--- config.mk ---
export PLATFORM = sky130hd
export DESIGN_NAME = qhp_host_port
export DESIGN_NICKNAME = d
export VERILOG_FILES = /design/src/inc/qhp_pkg.sv /design/src/rtl/qhp_pin_track.sv /design/src/rtl/qhp_host_port.sv
export SDC_FILE = /design/constraint.sdc
export NUM_CORES = 1
export LEC_CHECK = 0
export ABC_CLOCK_PERIOD_IN_PS = 2600
export BUFFER_PORTS_ARGS = -buffer_cell sky130_fd_sc_hd__buf_4
export CORE_UTILIZATION = 35
export CTS_BUF_LIST = sky130_fd_sc_hd__clkbuf_4
export DETAILED_ROUTE_END_ITERATION = 6
export PLACE_DENSITY = 0.53
export SLEW_MARGIN = 20
export SYNTH_ARGS = -nofsm -noshare
export SYNTH_HDL_FRONTEND = slang
export SYNTH_SLANG_ARGS = --single-unit
--- constraint.sdc ---
create_clock -name sys_clk -period 2.6 [get_ports sys_clk]
set_input_delay 0.26 -clock sys_clk [delete_from_list [all_inputs] [get_ports sys_clk]]
set_output_delay 0.26 -clock sys_clk [all_outputs]
set_load 0.01 [all_outputs]
--- src/inc/qhp_pkg.sv ---
package qhp_pkg;

  // Port kind codes, formed as {port_kind_sel_hi, port_kind_sel_lo}.
  localparam logic [1:0] PORT_MUX    = 2'h0;
  localparam logic [1:0] PORT_NONMUX = 2'h1;
  localparam logic [1:0] PORT_SERIAL = 2'h2;
  localparam logic [1:0] PORT_TEST   = 2'h3;

  // Strobe conventions picked by timing_style_sel.
  localparam logic STYLE_SPLIT  = 1'h0;
  localparam logic STYLE_STROBE = 1'h1;

  // Serial command byte layout, least significant bit sent first.
  localparam int CMD_READ_BIT  = 0;
  localparam int CMD_ADDR_LSB  = 1;
  localparam int CMD_ADDR_MSB  = 5;
  localparam int CMD_BURST_BIT = 7;

  localparam logic [2:0] BIT_LAST       = 3'h7;
  localparam logic [2:0] BIT_RESET      = 3'h0;
  localparam logic [5:0] ADDR_RESET     = 6'h00;
  localparam logic [4:0] SER_ADDR_RESET = 5'h00;
  localparam logic [7:0] BYTE_RESET     = 8'h00;
  localparam logic [1:0] UNIT_RESET     = 2'h0;
  localparam logic       PIN_IDLE_LEVEL = 1'h1;
  localparam logic [7:0] OE_ALL         = 8'hff;
  localparam logic [7:0] OE_SER_OUT     = 8'h80;
  localparam logic [7:0] OE_NONE        = 8'h00;

  typedef enum logic [4:0] {
    SER_IDLE  = 5'h01,
    SER_CMD   = 5'h02,
    SER_WDATA = 5'h04,
    SER_RDATA = 5'h08,
    SER_DONE  = 5'h10
  } qhp_ser_state_type;

endpackage : qhp_pkg

--- src/rtl/qhp_pin_track.sv ---
`timescale 1ns/10ps
module qhp_pin_track #(
  parameter logic RESET_LEVEL = 1'h1
) (
  // Clock and reset
  input  wire logic sys_clk,
  input  wire logic reset_n,
  // Pin level and its history
  input  wire logic level,
  output logic      prev,
  output logic      rise,
  output logic      fall
);

  logic next_prev;

  always_comb begin
    next_prev = level;
    rise      = level & ~prev;
    fall      = ~level & prev;
  end

  always_ff @(posedge sys_clk or negedge reset_n) begin
    if (!reset_n) begin
      prev <= RESET_LEVEL;
    end else begin
      prev <= next_prev;
    end
  end

endmodule : qhp_pin_track

--- src/rtl/qhp_host_port.sv ---
`timescale 1ns/10ps
// Behaviour
// - Chip select low required; else strobes ignored
// - Unit select pins pick target register set
// - Port kind pins: mux, nonmux, serial, test
// - Timing style: split strobes or data strobe
// - Shared lines carry data, or address then data
// - Latch pin: upper address bit or latch
// - Read strobe low; data strobe high when muxed
// - Write or direction low means write
// - Pending enabled status pulls interrupt low outside test mode
// - Serial output changes on selected clock edge
// - Serial input sampled on selected clock edge
// - Serial mode repurposes address, data, strobe pins
// - Port kind encoding of the two selects
// - Edge select low/high gives rising/falling sample edge, falling/rising output edge
// - Chip select high aborts serial, output released
module qhp_host_port #(
  parameter int INT_SOURCES = 4
) (
  // Clock and reset
  input  wire logic                   sys_clk,
  input  wire logic                   reset_n,
  // Mode straps
  input  wire logic                   portKindSelLo,
  input  wire logic                   portKindSelHi,
  input  wire logic                   timingStyleSel,
  // Host bus pins
  input  wire logic                   csN,
  input  wire logic                   unitSelectLo,
  input  wire logic                   unitSelectHi,
  input  wire logic [4:0]             lowAddrLines,
  input  wire logic                   addrStrobe,
  input  wire logic                   strobePin,
  input  wire logic                   dirPin,
  input  wire logic [7:0]             addrDataIn,
  output logic      [7:0]             addrDataOut,
  output logic      [7:0]             addrDataOe,
  // Interrupt pin, open drain
  input  wire logic [INT_SOURCES-1:0] intPending,
  output logic                        intOut,
  output logic                        intOe,
  // Register set side
  output logic                        regRead,
  output logic                        regWrite,
  output logic      [1:0]             regUnit,
  output logic      [5:0]             regAddr,
  output logic      [7:0]             regWdata,
  input  wire logic [7:0]             regRdata
);

  ////////////////////////////////////////////////////////////////////////////////////////////////////
  logic                      csPrevN, aleRise, strobePrev, strobeRise, strobeFall, dirPrev;
  logic                      isMux, isNonMux, isSerial, isTest, isParallel, moto;
  logic                      rdAct, rdActPrev, wrAct, wrActPrev, parReadStart, parWriteEnd;
  logic                      sampleEdge, outEdge, curOutBit;
  logic [1:0]                kind, unitPins;
  logic [5:0]                parAddr, pinAddr, adLow;
  logic [7:0]                newByte;
  qhp_pkg::qhp_ser_state_type serState, next_serState;
  logic [2:0]                bitCnt, next_bitCnt, outCnt, next_outCnt;
  logic [4:0]                serAddr, next_serAddr;
  logic [5:0]                muxAddr, next_muxAddr, next_regAddr;
  logic [7:0]                shiftIn, next_shiftIn, rdByte, next_rdByte, wdataHold, next_wdataHold;
  logic [7:0]                next_regWdata, next_addrDataOut, next_addrDataOe;
  logic [1:0]                next_regUnit;
  logic                      serBurst, next_serBurst, loadPend, next_loadPend, sdoBit, next_sdoBit;
  logic                      next_regRead, next_regWrite, next_intOe;

  qhp_pin_track #(.RESET_LEVEL(qhp_pkg::PIN_IDLE_LEVEL)) csTrack (
    .sys_clk(sys_clk), .reset_n(reset_n), .level(csN), .prev(csPrevN), .rise(), .fall());
  qhp_pin_track #(.RESET_LEVEL(qhp_pkg::PIN_IDLE_LEVEL)) aleTrack (
    .sys_clk(sys_clk), .reset_n(reset_n), .level(addrStrobe), .prev(), .rise(aleRise), .fall());
  qhp_pin_track #(.RESET_LEVEL(qhp_pkg::PIN_IDLE_LEVEL)) strobeTrack (
    .sys_clk(sys_clk), .reset_n(reset_n), .level(strobePin), .prev(strobePrev), .rise(strobeRise),
    .fall(strobeFall));
  qhp_pin_track #(.RESET_LEVEL(qhp_pkg::PIN_IDLE_LEVEL)) dirTrack (
    .sys_clk(sys_clk), .reset_n(reset_n), .level(dirPin), .prev(dirPrev), .rise(), .fall());

  // Polarity of both strobe conventions; the data strobe flips when the bus is multiplexed.
  function automatic logic busActive(input logic strobeLvl, input logic dirLvl, input logic wantRead,
                                     input logic dsStyle, input logic muxed);
    logic strobeOn;
    strobeOn = muxed ? strobeLvl : ~strobeLvl;
    if (dsStyle) begin
      busActive = strobeOn & (wantRead ? dirLvl : ~dirLvl);
    end else begin
      busActive = wantRead ? ~strobeLvl : ~dirLvl;
    end
  endfunction : busActive

  ////////////////////////////////////////////////////////////////////////////////////////////////////
  always_comb begin
    kind         = {portKindSelHi, portKindSelLo};
    isMux        = (kind == qhp_pkg::PORT_MUX);
    isNonMux     = (kind == qhp_pkg::PORT_NONMUX);
    isSerial     = (kind == qhp_pkg::PORT_SERIAL);
    isTest       = (kind == qhp_pkg::PORT_TEST);
    isParallel   = isMux | isNonMux;
    moto         = (timingStyleSel == qhp_pkg::STYLE_STROBE);
    unitPins     = {unitSelectHi, unitSelectLo};
    pinAddr      = {addrStrobe, lowAddrLines};
    adLow        = addrDataIn[5:0];
    rdAct        = busActive(strobePin, dirPin, 1'b1, moto, isMux);
    rdActPrev    = busActive(strobePrev, dirPrev, 1'b1, moto, isMux);
    wrAct        = busActive(strobePin, dirPin, 1'b0, moto, isMux);
    wrActPrev    = busActive(strobePrev, dirPrev, 1'b0, moto, isMux);
    parReadStart = isParallel & ~csN & rdAct & ~rdActPrev;
    // Writes commit at the end of the strobe; the select of the cycle before still counts.
    parWriteEnd  = isParallel & ~csPrevN & wrActPrev & ~wrAct;
    parAddr      = isMux ? muxAddr : pinAddr;
    // Serial reuse of pins: strobe is the clock, direction is the input, address bits pick edges.
    sampleEdge   = lowAddrLines[0] ? strobeFall : strobeRise;
    outEdge      = lowAddrLines[1] ? strobeRise : strobeFall;
    newByte      = {dirPin, shiftIn[7:1]};
    curOutBit    = rdByte[outCnt];
  end

  always_comb begin
    next_muxAddr   = (isMux && aleRise) ? adLow : muxAddr;
    next_wdataHold = wrAct ? addrDataIn : wdataHold;
    next_regRead   = 1'b0;
    next_regWrite  = 1'b0;
    next_regAddr   = regAddr;
    next_regUnit   = regUnit;
    next_regWdata  = regWdata;
    next_serState  = serState;
    next_bitCnt    = bitCnt;
    next_outCnt    = outCnt;
    next_shiftIn   = shiftIn;
    next_serAddr   = serAddr;
    next_serBurst  = serBurst;
    next_rdByte    = rdByte;
    next_loadPend  = 1'b0;
    next_sdoBit    = sdoBit;
    if (parReadStart) begin
      next_regRead = 1'b1;
      next_regAddr = parAddr;
      next_regUnit = unitPins;
    end else if (parWriteEnd) begin
      next_regWrite = 1'b1;
      next_regAddr  = parAddr;
      next_regUnit  = unitPins;
      next_regWdata = wdataHold;
    end
    if (!isSerial || csN) begin
      next_serState = qhp_pkg::SER_IDLE;
      next_bitCnt   = qhp_pkg::BIT_RESET;
      next_outCnt   = qhp_pkg::BIT_RESET;
    end else begin
      case (serState)
        qhp_pkg::SER_IDLE: begin
          next_serState = qhp_pkg::SER_CMD;
        end
        qhp_pkg::SER_CMD: begin
          if (sampleEdge) begin
            next_bitCnt  = bitCnt + 3'h1;
            next_shiftIn = newByte;
            if (bitCnt == qhp_pkg::BIT_LAST) begin
              // The reserved bit of the command is not checked.
              next_serAddr  = newByte[qhp_pkg::CMD_ADDR_MSB:qhp_pkg::CMD_ADDR_LSB];
              next_serBurst = newByte[qhp_pkg::CMD_BURST_BIT];
              if (newByte[qhp_pkg::CMD_READ_BIT]) begin
                next_serState = qhp_pkg::SER_RDATA;
                next_regRead  = 1'b1;
                next_regAddr  = {1'b0, newByte[qhp_pkg::CMD_ADDR_MSB:qhp_pkg::CMD_ADDR_LSB]};
                next_regUnit  = unitPins;
                next_loadPend = 1'b1;
                next_outCnt   = qhp_pkg::BIT_RESET;
              end else begin
                next_serState = qhp_pkg::SER_WDATA;
              end
            end
          end
        end
        qhp_pkg::SER_WDATA: begin
          if (sampleEdge) begin
            next_bitCnt  = bitCnt + 3'h1;
            next_shiftIn = newByte;
            if (bitCnt == qhp_pkg::BIT_LAST) begin
              next_regWrite = 1'b1;
              next_regAddr  = {1'b0, serAddr};
              next_regUnit  = unitPins;
              next_regWdata = newByte;
              next_serAddr  = serAddr + 5'h01;
              if (!serBurst) begin
                next_serState = qhp_pkg::SER_DONE;
              end
            end
          end
        end
        qhp_pkg::SER_RDATA: begin
          // Read data is taken the cycle after the request, so an output edge then would be lost.
          if (loadPend) begin
            next_rdByte = regRdata;
          end else if (outEdge) begin
            next_sdoBit = curOutBit;
            next_outCnt = outCnt + 3'h1;
            if (outCnt == qhp_pkg::BIT_LAST) begin
              if (serBurst) begin
                next_serAddr  = serAddr + 5'h01;
                next_regRead  = 1'b1;
                next_regAddr  = {1'b0, 5'(serAddr + 5'h01)};
                next_regUnit  = unitPins;
                next_loadPend = 1'b1;
              end else begin
                next_serState = qhp_pkg::SER_DONE;
              end
            end
          end
        end
        qhp_pkg::SER_DONE: begin
          next_serState = qhp_pkg::SER_DONE;
        end
        default: begin
          next_serState = qhp_pkg::SER_IDLE;
        end
      endcase
    end
    if (isParallel && !csN && rdAct) begin
      next_addrDataOe = qhp_pkg::OE_ALL;
    end else if (isSerial && (next_serState == qhp_pkg::SER_RDATA ||
                 (next_serState == qhp_pkg::SER_DONE && addrDataOe[7]))) begin
      next_addrDataOe = qhp_pkg::OE_SER_OUT;
    end else begin
      next_addrDataOe = qhp_pkg::OE_NONE;
    end
    next_addrDataOut = isSerial ? {next_sdoBit, 7'h00} : regRdata;
    next_intOe       = (|intPending) & ~isTest;
  end

  always_ff @(posedge sys_clk or negedge reset_n) begin
    if (!reset_n) begin
      muxAddr     <= qhp_pkg::ADDR_RESET;
      wdataHold   <= qhp_pkg::BYTE_RESET;
      regRead     <= 1'b0;
      regWrite    <= 1'b0;
      regAddr     <= qhp_pkg::ADDR_RESET;
      regUnit     <= qhp_pkg::UNIT_RESET;
      regWdata    <= qhp_pkg::BYTE_RESET;
      serState    <= qhp_pkg::SER_IDLE;
      bitCnt      <= qhp_pkg::BIT_RESET;
      outCnt      <= qhp_pkg::BIT_RESET;
      shiftIn     <= qhp_pkg::BYTE_RESET;
      serAddr     <= qhp_pkg::SER_ADDR_RESET;
      serBurst    <= 1'b0;
      rdByte      <= qhp_pkg::BYTE_RESET;
      loadPend    <= 1'b0;
      sdoBit      <= 1'b0;
      addrDataOut <= qhp_pkg::BYTE_RESET;
      addrDataOe  <= qhp_pkg::OE_NONE;
      intOut      <= 1'b0;
      intOe       <= 1'b0;
    end else begin
      muxAddr     <= next_muxAddr;
      wdataHold   <= next_wdataHold;
      regRead     <= next_regRead;
      regWrite    <= next_regWrite;
      regAddr     <= next_regAddr;
      regUnit     <= next_regUnit;
      regWdata    <= next_regWdata;
      serState    <= next_serState;
      bitCnt      <= next_bitCnt;
      outCnt      <= next_outCnt;
      shiftIn     <= next_shiftIn;
      serAddr     <= next_serAddr;
      serBurst    <= next_serBurst;
      rdByte      <= next_rdByte;
      loadPend    <= next_loadPend;
      sdoBit      <= next_sdoBit;
      addrDataOut <= next_addrDataOut;
      addrDataOe  <= next_addrDataOe;
      intOut      <= 1'b0;
      intOe       <= next_intOe;
    end
  end
endmodule : qhp_host_port

## Word-level counts from Yosys, hierarchy flattened

Cells that the tools add are included.

- Register bits: 88
- Input bits: 36
- Output and inout port bits: 36
- Word-level logic and storage cells: 205

- Add/sub/neg operators: 3
- $lt $le $gt $ge: 1
- Eq/ne operators: 25
- Mux-type cells: 105
- Bitwise logic cells: 26
- Reduce and logical (&&, ||, !) cells: 22

Operators with widths:

| operator | count |
|---|---|
| $mux 5 | 17 |
| $mux 6 | 13 |
| $mux 8 | 9 |
| $mux 1 | 36 |
| $mux 3 | 9 |
| $pmux 5 s5 | 1 |
| $mux 2 | 12 |
| $pmux 6 s3 | 1 |
| $ne 2x2->1 const B | 8 |
| $ne 3x3->1 const B | 5 |
| $pmux 5 s3 | 1 |
| $and 1x1->1 | 14 |
| $not 1->1 | 11 |
| $eq 5x4->1 const B | 2 |
| $eq 5x5->1 const B | 2 |
| $reduce_and 10->1 | 1 |
| $add 3x1->3 const B | 2 |
| $eq 3x3->1 const B | 2 |
| $pmux 2 s3 | 1 |
| $pmux 3 s2 | 1 |
| $reduce_and 3->1 | 2 |
| $reduce_and 6->1 | 1 |
| $reduce_bool 3->1 | 2 |
| $add 5x1->5 const B | 1 |
| other kinds (19) | 28 |

## Logic depth before layout (Yosys ltp)

Gate-level depths: netlist of run 1.

- Depth after elaboration: 14
- Gate-level depth with buffers: 9
- Gate-level depth less buffers: 7

## Modules after synthesis

Synthesis of run 1 repeated with hierarchy kept, for this count alone.

- Cells, all modules: 357
- Area, all modules: 4,032.6 µm²

Modules (own cells, without submodules):

| module | instances | cells an instance | area an instance (µm²) | sequential area each (µm²) |
|---|---|---|---|---|
| qhp_host_port | 1 | 345 | 3,867.5 | 1,928.1 |
| qhp_pin_track | 4 | 3 | 41.3 | 26.3 |

## Least setup slack after synthesis of run 1

No wires, ideal clock.

- Path kind: input to register
- Start: input port portKindSelLo
- End: register regUnit[0]
- Library setup time: 0.125 ns
- Data arrival time: 1.887 ns
- Required time: 2.475 ns
- Slack: 0.588 ns
- Stages on the path: 7
- Buffers on the path: 2
- Cells stage by stage: buf_4 -> or2_1 -> buf_6 -> a211oi_4 -> o32a_2 -> o31a_4 -> mux2_4

- Cells in the longest elaborated chain, start to end: 14
- Elaborated cells on any way between the ends: 37
- Classes of those cells: eq/ne: 2; mux: 19; bitwise: 13; reduce/logical: 3

Ends and longest elaborated chain:

| what | RTL line | source |
|---|---|---|
| from (decl) | qhp_host_port.sv:25 | `input wire logic portKindSelLo,` |
| $logic_not 2->1 | qhp_host_port.sv:95 | `isMux = (kind == qhp_pkg::PORT_MUX);` |
| $mux 1 | qhp_host_port.sv:84 | `strobeOn = muxed ? strobeLvl : ~strobeLvl;` |
| $and 1x1->1 | qhp_host_port.sv:86 | `busActive = strobeOn & (wantRead ? dirLvl : ~dirLvl);` |
| $mux 1 | qhp_host_port.sv:85 | `if (dsStyle) begin` |
| $and 1x1->1 / $not 1->1 (equally long branches) | qhp_host_port.sv:110 | `parWriteEnd = isParallel & ~csPrevN & wrActPrev & ~wrAct;` |
| $and 1x1->1 | qhp_host_port.sv:110 |  |
| $mux 2 | qhp_host_port.sv:140 | `end else if (parWriteEnd) begin` |
| $mux 2 | qhp_host_port.sv:136 | `if (parReadStart) begin` |
| $mux 2 | qhp_host_port.sv:200 | `if (serBurst) begin` |
| $mux 2 | qhp_host_port.sv:199 | `if (outCnt == qhp_pkg::BIT_LAST) begin` |
| $mux 2 | qhp_host_port.sv:196 | `end else if (outEdge) begin` |
| $mux 2 | qhp_host_port.sv:194 | `if (loadPend) begin` |
| $pmux 2 s3 | qhp_host_port.sv:151 | `case (serState)` |
| $mux 2 (*) | qhp_host_port.sv:146 | `if (!isSerial \|\| csN) begin` |
| named net next_regUnit[0] | qhp_host_port.sv:66 | `logic [1:0] next_regUnit;` |
| to (signal assigned) | qhp_host_port.sv:239 | `regUnit <= qhp_pkg::UNIT_RESET;` |
| to (signal assigned) | qhp_host_port.sv:260 | `regUnit <= next_regUnit;` |
| to (decl) | qhp_host_port.sv:46 | `output logic [1:0] regUnit,` |

The timed path passes the listed nets; every way through them passes the cells marked *.
A chain may end at the register's enable or synchronous reset.

## Worst setup path in the final report of run 1

- Start: register strobeTrack.prev
- End: register regWdata[1]

- Cells in the longest elaborated chain, start to end: 12
- Elaborated cells on any way between the ends: 19
- Classes of those cells: mux: 10; bitwise: 9

Ends and longest elaborated chain:

| what | RTL line | source |
|---|---|---|
| from (decl) | qhp_pin_track.sv:10 | `output logic prev,` |
| from (signal assigned) | qhp_pin_track.sv:27 | `prev <= next_prev;` |
| $not 1->1 | - |  |
| $mux 1 | qhp_host_port.sv:84 |  |
| $and 1x1->1 | qhp_host_port.sv:86 |  |
| $mux 1 | qhp_host_port.sv:85 |  |
| $and 1x1->1 (2 in series) | qhp_host_port.sv:110 |  |
| $mux 8 | qhp_host_port.sv:140 |  |
| $mux 8 | qhp_host_port.sv:136 |  |
| $mux 8 | qhp_host_port.sv:180 | `if (bitCnt == qhp_pkg::BIT_LAST) begin` |
| $mux 8 | qhp_host_port.sv:177 | `if (sampleEdge) begin` |
| $mux 8 | qhp_host_port.sv:151 |  |
| $mux 8 (*) | qhp_host_port.sv:146 |  |
| named net next_regWdata[1] | qhp_host_port.sv:65 | `logic [7:0] next_regWdata, next_addrDataOut, next_addrDataOe;` |
| to (signal assigned) | qhp_host_port.sv:240 | `regWdata <= qhp_pkg::BYTE_RESET;` |
| to (signal assigned) | qhp_host_port.sv:261 | `regWdata <= next_regWdata;` |
| to (decl) | qhp_host_port.sv:48 | `output logic [7:0] regWdata,` |

Marks and branches as above.

==> results.py, run 1 <==
metrics = {
    "status": {
        "outcome": "finished, violations left",
        "violations": "design-rule violations",
    },
    "clock_network": {
        "cts_sinks": 81,
        "path_clk_slew_ps": 130,
        "cts_tree": "done",
        "numCtsBuffers": 9,
        "ctsHtreeMaxLevel": 3,
        "cts_buffer_depth": 2,
        "cts_root_buf": "clkbuf_4",
        "clk_latency_ps": 430,
        "post_cts_buffers": 0,
    },
    "grt": {
        "grt_pass1_wl_um": 16800,
        "grt-ovfl-total": 0,
        "antenna_found_initial": 0,
        "grt_util_all_layers_pct": 17.68,
        "first_global_vias": 3145,
        "grt_max_degree": 49,
    },
    "sta": {
        "max_freq_mhz": 424.2,
        "finalSetupViolCount": 0,
        "worst_pin_slew_ps": 818.5,
        "period_minus_slack_ps": 2357,
        "fin_hold_ws_ps": 41.90,
        "hold_violations": 0,
        "finalClockSkew_ps": 16.36,
        "grt_setup_unrepaired": "false",
        "setup_tns_ps": 0,
        "post-route-period-util_pct": 90.66,
        "relSlewSlack_pct": 44.02,
        "slew_violations": 0,
    },
    "logic_synthesis": {
        "synthFlopType": "dfrtp_1",
        "netlist_top_cells_count": "dfrtp_1 (76), nor2_1 (36), mux2_2 (32)",
        "yosys.area.top_type": "dfrtp_1",
        "synth_nets": 404,
        "synth_edf_count": 0,
        "synth_area_leaders": "dfrtp_1 (45%), mux2_2 (8.6%), mux2i_1 (3.6%)",
        "synth.avg_cell_area_um2": 11.55,
        "synthArstFlopShare_pct": 100.0,
        "ys_seq_area_share_pct": 48.61,
        "yosysMostFrequentCell": "dfrtp_1",
        "syn-cell-area_mm2": 0.004183,
        "ys_types": 78,
        "synthCells": 362,
        "yosys_warnings": 0,
        "synth.top_cell.area_share_pct": 45.47,
        "synth_seq_cells": 81,
    },
    "placed_design": {
        "gp_congestion": 0.8252,
        "dp_cells": 561,
        "hpwl_um": 7408,
        "portBuffers": 70,
    },
    "detailed_routing": {
        "avgRoutedWirePerCell_um": 17.11,
        "wl_um": 9976,
        "routed_via_density": 5.235,
        "drtPass1Iterations": 6,
        "drcViolationCount": 16,
        "drt_iter0_drc": 145,
        "drt.antenna.violating_nets": 0,
        "routed-via-count": 3052,
    },
    "cells_and_area": {
        "regArea_mm2": 0.002033,
        "syn2layout_area_growth_pct": 21.06,
        "final_cell_count_no_fill": 583,
        "drive_above_1_share_pct": 36.59,
        "multi_input_area_mm2": 0.001994,
        "antenna_cells": 0,
        "fin_nets": 477,
        "fill_cells": 1103,
    },
    "floorplan": {
        "die_w_um": 111.3,
        "core_mm2": 0.01152,
        "fp.dieArea_mm2": 0.01239,
        "dieHeight_um": 111.3,
        "rows": 39,
        "initial_core_util_pct": 36.32,
        "pin_count": 72,
    },
    "critical_path": {
        "path_cells": "xnor2_1 > a2111oi_0 > o311ai_4 > mux2i_1 > a21oi_1",
        "start_kind": "flop",
        "reg2reg_depth": 5,
        "worst_path_largest_cell_delay_ps": 760,
        "arrival_ps": 2720,
        "rr_startpoint": "strobeTrack.prev",
        "startpoint": "strobeTrack.prev",
        "cp.required_ps": 2960,
        "critPathMaxFanout": 9,
        "slowest_stage": "a2111oi_0",
        "critPathCaptureType": "flop",
        "r2r_setup_slack_ps": 240,
        "path_class": "reg2reg",
        "critical_path_depth": 5,
        "cp_top_family": "compound AO/OA/AOI/OAI gates",
        "cp_num_buf_inv": 0,
    },
    "pwr": {
        "peakVddDrop_v": 0.0002074,
        "p_sw_share_pct": 26.61,
        "finalPower_uw": 2877,
        "p_comb_share_pct": 18.6,
        "clkPwrFrac_pct": 29.7,
        "p_per_area_mw_per_mm2": 568.2,
        "p_seq_share_pct": 51.6,
        "power.leakage_uw": 0.002308,
        "p_switching_uw": 765.5,
        "internal-power_uw": 2112,
    },
    "min_path": {
        "holdCritPathClass": "in2reg",
        "hold_depth": 2,
        "min-delay-start": "regRdata[1]",
    },
    "run": {
        "maxCapViolations": 0,
    },
}
## final timing paths
kind | endpoint
min in group asynchronous | serState[2]
max reg2reg | regWdata[1]
max in group asynchronous | strobeTrack.prev
max | regWdata[1]
min | addrDataOut[1]
min reg2reg | wdataHold[6]
## stage by stage
stage | area (um2) | utilization [%] | worst slack, ps
after detailed placement | 4831 | 41.95 | 271.4
after global placement | 4831 | 41.95 | 184.2
after global routing | 5064 | 43.97 | 25.41
after CTS | 5044 | 43.80 | 234.8
final | 5064 | 43.97 | 242.8
after floorplan | 4183 | - | 588.1
## cells by family (layout without fill, tap and decap cells)
kind of cell / after synthesis / in the layout / synth area share, %
other cells: 1 / 1 / 0.08965
flops: 81 / 81 / 48.61
buf+inv: 31 / 109 / 4.128
fa+ha+maj: 6 / 6 / 1.795
mux: 53 / 53 / 14.54
compound gates: 74 / 74 / 14.57
xor+xnor: 7 / 7 / 1.466
simple gates: 109 / 109 / 14.81
## cell usage in the layout, fill, tap and decap left out, types with 5 or more instances in the layout
cell	n
nand3_1	6
dfstp_2	5
nand2_1	10
inv_1	5
clkbuf_4	11
and2_1	15
a21oi_1	16
mux2_2	32
nor3_1	7
o21ai_0	8
nor2_1	36
buf_4	82
ha_1	6
dlygate4sd3_1	6
dfrtp_1	76
mux2i_1	15
## routing by layer
metal	GRT usage (%)	wire [um]	part of all wire [%]	vias to the layer above
li1	-	-	-	1479
met1	25.47	4933	49	1509
met2	26.63	4527	45	54
met3	3.554	375	3.8	8
met4	5.676	120	1.2	2
met5	0	19	0.19	-
## flip-flops by register name, summed over array words and instances (netlist names), 2 cells and up
name / count
serState: 5
muxAddr: 6
outCnt: 3
regAddr: 6
serAddr: 5
addrDataOe: 2
regUnit: 2
bitCnt: 3
regWdata: 8
shiftIn: 7
wdataHold: 8
addrDataOut: 8
rdByte: 8
## power groups by stage
stage / Combinational, uW / Clock [uW] / Sequential, uW
final: 537 / 856 / 1480
after CTS: 543 / 893 / 1490
after detailed placement: 536 / 0 / 1510
after floorplan: 231 / 0 / 1530
after global routing: 590 / 941 / 1500
after global placement: 532 / 0 / 1510
## final cells by class
| class | instances | share of cell area [%] |
|---|---|---|
| inverters | 5 | 0.3706 |
| multi-input cells | 250 | 39.39 |
| clock buffers | 11 | 1.631 |
| flip-flops and latches | 81 | 40.15 |
| clock inverters | 5 | 1.581 |
| well taps | 143 | 3.533 |
| repair buffers | 88 | 13.34 |
## repair_timing
action                                 4_1_cts  5_1_grt
endpoints found under the hold margin       47        1
hold buffers                                 5        1
gates resized for setup                      0        0
No activity file was read; power rests on OpenSTA's default activity.
==> run 2, diff against run 1 <==
--- a/config.mk
+++ b/config.mk
@@ -7,6 +7,7 @@
 export LEC_CHECK = 0
 export ABC_CLOCK_PERIOD_IN_PS = 2600
 export BUFFER_PORTS_ARGS = -buffer_cell sky130_fd_sc_hd__buf_4
+export CORE_MARGIN = 8
 export CORE_UTILIZATION = 35
 export CTS_BUF_LIST = sky130_fd_sc_hd__clkbuf_4
 export DETAILED_ROUTE_END_ITERATION = 6
==> run 2 against run 1 <==
Sequential share of layout area is 0.34 points higher. Register-to-register slack better by 30 ps. Cell count up 0.51%. Sequential power hardly changed. The flow now finishes without violations. Global-route usage down 4.0 points. Final area fell by 0.84%.
==> results.py, run 2 (synthesized netlist as in run 1, its figures left out) <==
metrics = {
    "clock_network": {
        "ctsHtreeMaxLevel": 3,
        "numCtsBuffers": 9,
        "post_cts_buffers": 0,
        "path_clk_slew_ps": 130,
        "cts_tree": "done",
        "cts_sinks": 81,
        "clk_latency_ps": 430,
        "cts_root_buf": "clkbuf_4",
        "cts_buffer_depth": 2,
    },
    "pwr": {
        "power.leakage_uw": 0.002289,
        "p_per_area_mw_per_mm2": 551.2,
        "p_comb_share_pct": 19.5,
        "peakVddDrop_v": 0.0001774,
        "clkPwrFrac_pct": 26.9,
        "p_seq_share_pct": 53.6,
        "internal-power_uw": 2014,
        "p_switching_uw": 753.6,
        "p_sw_share_pct": 27.23,
    },
    "cells_and_area": {
        "syn2layout_area_growth_pct": 20.04,
        "fin_nets": 475,
        "final_cell_count_no_fill": 586,
        "drive_above_1_share_pct": 36.07,
        "final_common_cell": "buf_4",
        "layout_common_cells": "buf_4 (80), dfrtp_1 (76), nor2_1 (36)",
    },
    "detailed_routing": {
        "drt_iter0_drc": 205,
        "routed-via-count": 3062,
        "wl_met3_um": 462,
        "wl_met1_um": 4877,
        "met2_length_um": 4919,
        "drtPass1Iterations": 4,
        "top_layer": "met4",
        "routed_via_density": 5.225,
        "drt.antenna.violating_nets": 0,
        "avgRoutedWirePerCell_um": 17.76,
        "drcViolationCount": 0,
        "wl_um": 10410,
    },
    "critical_path": {
        "critPathMaxFanout": 13,
        "critPathCaptureType": "flop",
        "start_kind": "primary input",
        "arrival_ps": 2740,
        "path_class": "in2reg",
        "cp.required_ps": 2930,
    },
    "floorplan": {
        "die_w_um": 125.3,
        "initial_core_util_pct": 35.26,
        "rows": 40,
        "core_mm2": 0.01186,
        "pin_count": 72,
        "dieHeight_um": 125.3,
        "fp.dieArea_mm2": 0.01571,
    },
    "min_path": {
        "holdCritPathClass": "in2reg",
    },
    "sta": {
        "finalClockSkew_ps": 17.27,
        "grt_setup_unrepaired": "false",
        "max_freq_mhz": 415.4,
        "hold_violations": 0,
        "post-route-period-util_pct": 92.60,
        "relSlewSlack_pct": 26.51,
        "period_minus_slack_ps": 2408,
        "worst_pin_slew_ps": 1101,
        "finalSetupViolCount": 0,
        "fin_hold_ws_ps": 31.35,
        "setup_tns_ps": 0,
        "slew_violations": 0,
    },
    "run": {
        "maxCapViolations": 0,
    },
    "grt": {
        "first_global_vias": 3225,
        "grt_util_all_layers_pct": 13.70,
        "grt_max_degree": 36,
        "grt-ovfl-total": 0,
        "grt_pass1_wl_um": 17300,
        "antenna_found_initial": 1,
    },
    "placed_design": {
        "portBuffers": 70,
        "dp_cells": 563,
        "gp_congestion": 0.8191,
        "hpwl_um": 7854,
    },
    "status": {
        "outcome": "finished, final reports clean",
    },
}
## run 2: cell types whose count changed in the layout (fill, tap and decap cells not counted), sizes merged
cell and delta:
buf -2, clkinvlp -1, inv +1, diode +1, clkinv +1, bufinv -1
## run 2: path summary, 6_finish.rpt
path | startpoint | cells after the start | endpoint | slack [ps]
setup reg to reg | bitCnt[0] | 7 | regAddr[3] | 270
min in group asynchronous | reset_n | 2 | serState[2] | 310
hold reg to reg | rdByte[7] | 1 | rdByte[7] | 520
setup / recovery | strobePin | 7 | regWdata[4] | 190
max in group asynchronous | reset_n | 3 | serAddr[4] | 1580
hold / removal | regRdata[0] | 2 | addrDataOut[0] | 30
## run 2: worst max-delay path, cell delays in order
cell and delay, ps:
dlygate4sd3_1 540, buf_4 180, o21bai_1 180, o311ai_2 200, o311ai_2 990, mux2i_1 300
a21oi_1 90
## run 2: stage by stage
| stage | total power (uW) | cell area (um2) | setup slack, ps | util, % |
|---|---|---|---|---|
| floorplan | 1762 | 4183 | 588.1 | - |
| global placement | 2045 | 4821 | 251.6 | 40.64 |
| detailed placement | 2058 | 4821 | 285.7 | 40.64 |
| CTS | 2821 | 5009 | 215.4 | 42.23 |
| global route | 2926 | 5021 | 57.15 | 42.33 |
| finish | 2767 | 5021 | 192.4 | 42.33 |
## run 2: area by class of cell
cell class,instances,area [um2]
Fill cell,1152,6840
Sequential cell,81,2033
Multi-Input combinational cell,250,1984
Timing Repair Buffer,86,660.6
Tap cell,147,183.9
Clock buffer,11,82.58
Clock inverter,5,55.05
Inverter,5,18.77
Antenna cell,1,2.502
## run 2: layer usage
metal	global-route usage [%]	up-vias
met4	5.158	0
met2	21.38	58
met3	3.187	7
met1	18.07	1523
li1	-	1474
met5	0	-
## run 2: timing repair
action | CTS | global route
resized for setup | 0 | 0
endpoints found under the hold margin | 32 | 1
hold buffers | 5 | 1
## run 2: power by group through the flow
stage | clock network, uW | logic (uW) | registers [uW]
6_report | 744 | 539 | 1480
2_1_floorplan | 0 | 231 | 1530
3_3_place_gp | 0 | 535 | 1510
5_1_grt | 832 | 588 | 1510
3_5_place_dp | 0 | 545 | 1510
4_1_cts | 781 | 551 | 1490
